<file path="config.mk">
export PLATFORM = sky130hd
export DESIGN_NAME = ecpmt_top
export DESIGN_NICKNAME = d
export VERILOG_FILES = /design/src/rtl/ecpmt_pkg.sv /design/src/rtl/ecpmt_top.sv
export SDC_FILE = /design/constraint.sdc
export NUM_CORES = 1
export LEC_CHECK = 0
export BUFFER_PORTS_ARGS = -buffer_cell sky130_fd_sc_hd__buf_2
export CAP_MARGIN = 20
export CORE_AREA = 2 2 122 171
export CTS_CLUSTER_DIAMETER = 100
export DETAILED_ROUTE_END_ITERATION = 7
export DIE_AREA = 0 0 124 173
export GPL_TIMING_DRIVEN = 0
export PLACE_DENSITY_LB_ADDON = 0.2
export SYNTH_ARGS = -nofsm -noshare
export SYNTH_HDL_FRONTEND = slang
export SYNTH_SLANG_ARGS = --single-unit
</file>
<file path="constraint.sdc">
create_clock -name ref_clk -period 2.9 [get_ports ref_clk]
set_input_delay 0.435 -clock ref_clk [delete_from_list [all_inputs] [get_ports ref_clk]]
set_output_delay 0.435 -clock ref_clk [all_outputs]
set_load 0.005 [all_outputs]
</file>
<file path="src/rtl/ecpmt_pkg.sv">
// Package: register map, field positions, reset values and timing constants of the event/measure timer
package ecpmt_pkg;

	// ==================================================================
	// Register map (word index on the plain register port)
	localparam int          ADDR_W         = 4;
	localparam logic [3:0]  REG_START      = 4'h0;    // Count start flags, bit per channel
	localparam logic [3:0]  REG_MODE0      = 4'h1;    // Mode register channel 0 (2,3 follow)
	localparam logic [3:0]  REG_TIMER0     = 4'h4;    // Timer register channel 0 (5,6 follow)
	localparam logic [3:0]  REG_IRQ        = 4'h7;    // Interrupt request bits, bit per channel

	// ==================================================================
	// Mode register fields
	localparam int          MODE_LSB       = 0;
	localparam int          EDGE_LSB       = 2;
	localparam int          OVF_BIT        = 5;
	localparam int          SRC_LSB        = 6;
	localparam logic [1:0]  MODE_TIMER     = 2'h0;
	localparam logic [1:0]  MODE_EVENT     = 2'h1;
	localparam logic [1:0]  MODE_MEASURE   = 2'h2;
	localparam logic [1:0]  EDGE_FALL      = 2'h0;
	localparam logic [1:0]  EDGE_RISE      = 2'h1;
	localparam logic [1:0]  EDGE_BOTH      = 2'h2;
	localparam logic [7:0]  MODE_RST       = 8'h00;

	// ==================================================================
	// Counter constants
	localparam logic [15:0] CNT_ZERO       = 16'h0000;
	localparam logic [15:0] CNT_ALL1       = 16'hFFFF;
	localparam int          NCH            = 3;

	// ==================================================================
	// Count source dividers (core clock divided by 2, 16, 64, 512)
	localparam int          PRE_W          = 9;
	localparam logic [8:0]  DIV2_MASK      = 9'h001;
	localparam logic [8:0]  DIV16_MASK     = 9'h00F;
	localparam logic [8:0]  DIV64_MASK     = 9'h03F;
	localparam logic [8:0]  DIV512_MASK    = 9'h1FF;

	// Register port command
	typedef struct packed {
		logic              wr;
		logic              rd;
		logic [ADDR_W-1:0] addr;
		logic [15:0]       wdata;
	} ecpmt_req_t;

endpackage : ecpmt_pkg

</file>
<file path="src/rtl/ecpmt_top.sv">
// Module: three-channel 16-bit event counter and pulse period/width measurement timer
//
// Our own choices: the register addresses and the address-and-strobe port.
`timescale 1ns/1ns

// Function
// Mode 01 selects event counting, ignores source
// Event mode: bit 5 unwritable, reads undefined
// Event mode: decrement on selected input edge
// Underflow reloads counter, sets request bit
// Bits 3:2 pick falling, rising, both edges
// Write while running updates reload only
// Event mode read returns counter value
// Edge detection starts only after start flag
// Software makes shared port pin an input
// Mode 10 selects pulse measurement
// Measure mode: increment on count source tick
// Active edge copies counter, then clears it
// Completed measurement sets request with capture
// First edge after start: no request
// Measure mode read returns captured value
// Bits 3:2 select measured interval
// Wrap to zero sets request and overflow
// Overflow set at reset, cleared by mode write
// Source holds levels two count cycles
// Read at reload moment returns FFFF
// Both causes share one request
// Request bit holds until accepted or cleared
// Write while stopped loads counter and reload
// Bits 7:6 pick divide by 2,16,64,512
// Three independent identical channels
// Input synchronised before edge detection
module ecpmt_top
	import ecpmt_pkg::*;
(
	input  wire logic              ref_clk,
	input  wire logic              rstn,
	input  wire logic [ADDR_W-1:0] reg_addr,
	input  wire logic [15:0]       reg_wdata,
	input  wire logic              reg_wr,
	input  wire logic              reg_rd,
	output logic      [15:0]       reg_rdata,
	input  wire logic [NCH-1:0]    event_input_pin,
	input  wire logic [NCH-1:0]    irq_ack,
	output logic      [NCH-1:0]    irq_req
);

	// ==================================================================
	// Shared prescaler and count start flags
	logic [PRE_W-1:0] pre_q;
	logic [NCH-1:0]   start_q;
	logic [15:0]      rd_mux;
	logic [15:0]      chan_rd [NCH];
	logic [NCH-1:0]   irq_set;

	// Free-running divider that feeds all channels
	always_ff @(posedge ref_clk or negedge rstn)
	begin
		if (!rstn)
			pre_q <= '0;
		else
			pre_q <= pre_q + 9'h001;
	end

	// Count start flags, one bit per channel
	always_ff @(posedge ref_clk or negedge rstn)
	begin
		if (!rstn)
			start_q <= '0;
		else if (reg_wr && reg_addr == REG_START)
			start_q <= reg_wdata[NCH-1:0];
	end

	// ==================================================================
	// Per-channel logic
	genvar gi;
	generate
		for (gi = 0; gi < NCH; gi++)
		begin : g_ch
			logic [2:0]  sync_q;
			logic        lvl_q;
			logic [7:0]  mode_q;
			logic        ovf_q;
			logic [15:0] cnt_q;
			logic [15:0] rld_q;
			logic        first_q;
			logic        reload_mark_q;
			logic        irq_q;
			logic        edge_rise;
			logic        edge_fall;
			logic        edge_hit;
			logic        tick;
			logic        wr_mode;
			logic        wr_timer;
			logic [1:0]  md;
			logic [1:0]  eg;
			logic        run;

			assign md       = mode_q[MODE_LSB+1:MODE_LSB];
			assign eg       = mode_q[EDGE_LSB+1:EDGE_LSB];
			assign run      = start_q[gi];
			assign wr_mode  = reg_wr && reg_addr == REG_MODE0 + 4'(gi);
			assign wr_timer = reg_wr && reg_addr == REG_TIMER0 + 4'(gi);

			// Three-stage synchroniser; stages two and three confirm a change
			always_ff @(posedge ref_clk or negedge rstn)
			begin
				if (!rstn)
					sync_q <= '0;
				else
					sync_q <= {sync_q[1:0], event_input_pin[gi]};
			end

			// Accepted level follows once stages two and three agree
			always_ff @(posedge ref_clk or negedge rstn)
			begin
				if (!rstn)
					lvl_q <= 1'b0;
				else if (sync_q[1] == sync_q[2])
					lvl_q <= sync_q[2];
			end

			// Edge detection, gated by the start flag
			always_comb
			begin
				edge_rise = run && (sync_q[1] == sync_q[2]) && sync_q[2] && !lvl_q;
				edge_fall = run && (sync_q[1] == sync_q[2]) && !sync_q[2] && lvl_q;
				case (eg)
					EDGE_FALL: edge_hit = edge_fall;
					EDGE_RISE: edge_hit = edge_rise;
					EDGE_BOTH: edge_hit = edge_rise || edge_fall;
					default:   edge_hit = 1'b0;
				endcase
			end

			// Count source tick selection
			always_comb
			begin
				case (mode_q[SRC_LSB+1:SRC_LSB])
					2'h0:    tick = (pre_q & DIV2_MASK) == DIV2_MASK;
					2'h1:    tick = (pre_q & DIV16_MASK) == DIV16_MASK;
					2'h2:    tick = (pre_q & DIV64_MASK) == DIV64_MASK;
					default: tick = (pre_q & DIV512_MASK) == DIV512_MASK;
				endcase
			end

			// Mode register; bit 5 is the overflow flag and never written
			always_ff @(posedge ref_clk or negedge rstn)
			begin
				if (!rstn)
					mode_q <= MODE_RST;
				else if (wr_mode)
				begin
					mode_q <= reg_wdata[7:0];
					mode_q[OVF_BIT] <= 1'b0;
				end
			end

			// Overflow flag: set at reset and on wrap, cleared by mode write while running
			always_ff @(posedge ref_clk or negedge rstn)
			begin
				if (!rstn)
					ovf_q <= 1'b1;
				else if (md == MODE_MEASURE && run && tick && cnt_q == CNT_ALL1)
					ovf_q <= 1'b1;
				else if (wr_mode && run)
					ovf_q <= 1'b0;
			end

			// First-edge marker: armed while stopped, dropped at first edge in measure mode
			always_ff @(posedge ref_clk or negedge rstn)
			begin
				if (!rstn)
					first_q <= 1'b1;
				else if (!run)
					first_q <= 1'b1;
				else if (md == MODE_MEASURE && edge_hit)
					first_q <= 1'b0;
			end

			// Counter
			always_ff @(posedge ref_clk or negedge rstn)
			begin
				if (!rstn)
					cnt_q <= CNT_ZERO;
				else if (wr_timer && !run && md != MODE_MEASURE)
					cnt_q <= reg_wdata;
				else if (run && md == MODE_EVENT && edge_hit)
					cnt_q <= (cnt_q == CNT_ZERO) ? rld_q : cnt_q - 16'h0001;
				else if (run && md == MODE_TIMER && tick)
					cnt_q <= (cnt_q == CNT_ZERO) ? rld_q : cnt_q - 16'h0001;
				else if (run && md == MODE_MEASURE && edge_hit)
					cnt_q <= CNT_ZERO;
				else if (run && md == MODE_MEASURE && tick)
					cnt_q <= cnt_q + 16'h0001;
			end

			// Reload register: loaded by writes, or by capture in measurement
			always_ff @(posedge ref_clk or negedge rstn)
			begin
				if (!rstn)
					rld_q <= CNT_ZERO;
				else if (run && md == MODE_MEASURE && edge_hit)
					rld_q <= cnt_q;
				else if (wr_timer && md != MODE_MEASURE)
					rld_q <= reg_wdata;
			end

			// Marks the cycle right after a reload so a read then returns all ones
			always_ff @(posedge ref_clk or negedge rstn)
			begin
				if (!rstn)
					reload_mark_q <= 1'b0;
				else
					reload_mark_q <= run && md != MODE_MEASURE && cnt_q == CNT_ZERO
						&& (md == MODE_EVENT ? edge_hit : tick);
			end

			// Request events of this channel
			assign irq_set[gi] = run && (
				(md != MODE_MEASURE && cnt_q == CNT_ZERO && (md == MODE_EVENT ? edge_hit : tick))
				|| (md == MODE_MEASURE && edge_hit && !first_q)
				|| (md == MODE_MEASURE && tick && !edge_hit && cnt_q == CNT_ALL1));

			// Interrupt request bit; a new event wins over clear or accept
			always_ff @(posedge ref_clk or negedge rstn)
			begin
				if (!rstn)
					irq_q <= 1'b0;
				else if (irq_set[gi])
					irq_q <= 1'b1;
				else if (irq_ack[gi])
					irq_q <= 1'b0;
				else if (reg_wr && reg_addr == REG_IRQ)
					irq_q <= reg_wdata[gi];
			end

			// Readback of this channel for the addressed register
			always_comb
			begin
				if (reg_addr == REG_MODE0 + 4'(gi))
					chan_rd[gi] = {8'h00, mode_q[7:6], ovf_q, mode_q[4:0]};
				else if (reg_addr == REG_TIMER0 + 4'(gi))
				begin
					if (md == MODE_MEASURE)
						chan_rd[gi] = rld_q;
					else if (reload_mark_q)
						chan_rd[gi] = CNT_ALL1;
					else
						chan_rd[gi] = cnt_q;
				end
				else
					chan_rd[gi] = 16'h0000;
			end

			assign irq_req[gi] = irq_q;
		end
	endgenerate

	// ==================================================================
	// Read path: data stands in the cycle after the read strobe
	always_comb
	begin
		rd_mux = 16'h0000;
		if (reg_addr == REG_START)
			rd_mux = {13'h0000, start_q};
		else if (reg_addr == REG_IRQ)
			rd_mux = {13'h0000, irq_req};
		else
			rd_mux = chan_rd[0] | chan_rd[1] | chan_rd[2];
	end

	always_ff @(posedge ref_clk or negedge rstn)
	begin
		if (!rstn)
			reg_rdata <= 16'h0000;
		else if (reg_rd)
			reg_rdata <= rd_mux;
		else
			reg_rdata <= 16'h0000;
	end

endmodule : ecpmt_top

</file>
==> results.toml <==
[yosys]
yosysTopAreaCell = "dfrtp_1"
yosysTopAreaCellShare_pct = 36.6
synth-async-reset-ratio_pct = 100
netlist_top_cells_area = "dfrtp_1 (37%), nand2_1 (5.7%), o21ai_0 (4.7%)"
synth_flop_cell = "dfrtp_1"
syn_nets = 1392
synth.avg_cell_area_um2 = 8.24
synth-seq-area-share_pct = 38.0
ys_ff_latch = 169
yosysWarnings = 0
synthCells = 1351
synthDistinctLibCells = 76
netlist_area_um2 = 11100
synth_edf_count = 0

[worst_setup_path]
critPathArrivalTime_ns = 3.24
crit_fanout = 10
crit_path_start = "pre_q[0]"
crit_type = "flop to flop"
start_kind = "flop"
cp_data_required_time_ns = 3.27
endpoint_kind = "flop"
r2r_start = "pre_q[0]"

[final_layout]
final_nets = 1459
final_area_um2 = 12700
multiInputGateArea_um2 = 6510
antenna_cells = 0
area_growth_pct = 14.2
seqCellArea_um2 = 4240
drive_gt1_share_pct = 14.5
n_fill_cell = 1757

[drt]
wl_um = 40100
wl_per_cell_um = 23.8
ant_nets = 0
drt_iter0_markers = 1181
vias = 11284
vias_per_cell = 6.70
drc = 0
firstDrtPassIters = 6

[clocking]
max-clock-path-buffers = 2
htreeDepth = 4
clock_latency_ns = 0.45
cts_inserted_buffers = 17
cts_tree = "done"
cts.sinks = 169
root_buffer = "clkbuf_16"
clk_pin_slew_ns = 0.07

[timing]
slew_headroom_pct = 33.5
finalMaxSlewViolations = 0
fmax_mhz = 349
setup-violations-final = 0
final-hold-violation-count = 0
worstMarginPinSlew_ns = 0.998
setup_tns_ns = 0
timing.final.crit_share_pct = 98.8
fin_crit_ns = 2.87
fin_skew_ns = 0.0117

[global_routing]
grt_max_degree = 89
grtUsageTotal_pct = 37.8
grt_pass1_wl_um = 61400
overflow = 0
grt_pass1_vias = 10879
grt_antenna_before_repair = 0

[die]
initial_utilization_pct = 56.1
die_area_um2 = 21500
core_area_um2 = 19800
row_count = 61
die_y_um = 173
ioPinCount = 49
dieWidth_um = 124

[worst_hold_path]
worstHoldStart = "event_input_pin[0]"
hold_path.class = "primary input to flop"

[place]
port_buffers = 42
placed_cell_area_um2 = 11700
gp_congestion = 0.969
hpwl_um = 28900

[pwr]
powerDensity_nw_per_um2 = 826
ir_drop_mv = 0.509
power.leakage_nw = 5.25

[job]
max_cap_violations = 0

[run_status]
status = "finished clean"
cells in the mapped netlist (14+ instances only):
library cell  instances
xor2_1               20
and3_1               15
mux2_2               29
inv_1                47
a22oi_1              46
nand4_1              17
nand2_1             170
or3_1                36
a211oi_1             24
clkbuf_1            107
a21oi_1              59
nand2b_1             14
nor2_1              111
o21ai_0             105
nand3_1              26
a31oi_1              16
nor4_1               20
dfrtp_1             163
xnor2_1              33
o211ai_1             50
nor3_1               31
cells in the final DEF, fill, tap and decap left out, types with 6 or more instances in the layout:
cell / instances
buf_2: 45
a211oi_2: 6
nand3_1: 23
o22ai_1: 10
xor2_1: 20
and3_1: 14
nand2b_1: 14
nor2b_1: 11
buf_6: 6
nor3_1: 27
a221oi_1: 7
nand2_1: 166
o21ai_1: 11
o211ai_1: 50
buf_4: 15
nand4_1: 17
a21oi_1: 57
mux2_2: 29
dfstp_2: 6
o21ai_0: 99
ha_1: 9
clkbuf_1: 92
xnor2_1: 33
or3_1: 36
clkbuf_2: 6
nor4_1: 17
inv_1: 47
clkbuf_16: 17
a22oi_1: 46
mux2i_1: 9
or2_2: 10
nor2_1: 110
a221o_1: 6
or4_1: 6
dfrtp_1: 163
nor4b_1: 6
a31oi_1: 16
a211oi_1: 19
o31ai_1: 7
cell type report:
cell class                 instances  share of cell area, %
tap                              252                   2.48
inverter                          47                   1.39
timing repair buffer              55                   2.75
clock inverter                    12                   1.31
sequential                       169                   33.3
clock buffer                      20                   3.43
multi-input combinational       1011                   51.2
buffer                           117                   4.16
power by group:
group	internal [W]	switching [W]
Combinational	0.00164	0.00282
Sequential	0.00301	0.000625
Clock	0.00138	0.00104
logic make-up (layout without fill, tap and decap cells):
kind of cell	Yosys count	after routing	share of synthesized area (%)
AND/OR/NAND/NOR	499	499	21.9
buffers and inverters	171	251	6.22
flip-flops	169	169	38.0
AO/OA/AOI/OAI	408	408	24.5
multiplexers	39	39	3.83
XOR/XNOR	53	53	4.17
adder cells (fa/ha/maj)	12	12	1.33
per-layer routing:
metal  vias up  GRT usage (%)  part of all wire [%]
met5         -              0                     0
met4         0           20.7                   6.6
met3       165           6.60                   7.4
met2       595           62.2                    48
met1      5463           46.2                    38
li1       5061              -                     -
final timing paths:
check | endpoint | slack, ns | cells after the start
max | g_ch[0].cnt_q[10] | 0.03 | 13
min | g_ch[0].sync_q[0] | 0.09 | 1
max reg2reg | g_ch[0].cnt_q[10] | 0.03 | 13
min reg2reg | g_ch[1].sync_q[1] | 0.36 | 0
max in group asynchronous | reg_rdata[5] | 1.48 | 3
min in group asynchronous | g_ch[2].cnt_q[6] | 0.53 | 2
registers in the layout, summed over array words and instances (netlist names):
name,count
start_q,3
g_ch.first_q,3
g_ch.mode_q,21
g_ch.lvl_q,3
reg_rdata,16
pre_q,9
g_ch.rld_q,48
g_ch.ovf_q,3
g_ch.reload_mark_q,3
g_ch.sync_q,9
g_ch.cnt_q,48
g_ch.irq_q,3
per-stage QoR:
stage | power [W] | hold slack, ns | std cells | setup slack, ns | utilization (%)
2_1_floorplan | 0.00643 | 0.139 | 1351 | 0.0607 | -
6_report | 0.0105 | 0.0929 | 1683 | 0.0348 | 64.1
3_5_place_dp | 0.00775 | 0.341 | 1646 | -0.935 | 59.0
3_3_place_gp | 0.00767 | 0.334 | 1645 | -1.31 | 58.8
5_1_grt | 0.0111 | 0.0799 | 1683 | -0.0184 | 64.1
4_1_cts | 0.0103 | 0.0842 | 1682 | 0.00175 | 63.2
critical path: stages (launching register included):
cell and delay [ns]:
dfrtp_1 0.41, ha_4 0.19, nand3_4 0.10, nor2_4 0.05, and3_1 0.18, ha_2 0.20
nand2_1 0.10, o311a_4 0.23, o22ai_4 0.08, or3_1 0.38, buf_6 0.15, buf_6 0.15
o311ai_0 0.35, a22o_1 0.21
repair_timing:
action,4_1_cts,5_1_grt
resized for setup,45,52
hold endpoints to repair,2,0
pin swaps,5,3
buffers inserted,8,2
hold buffers,1,0
endpoints found under the setup margin,52,75
(Power assumes the default switching activity.)
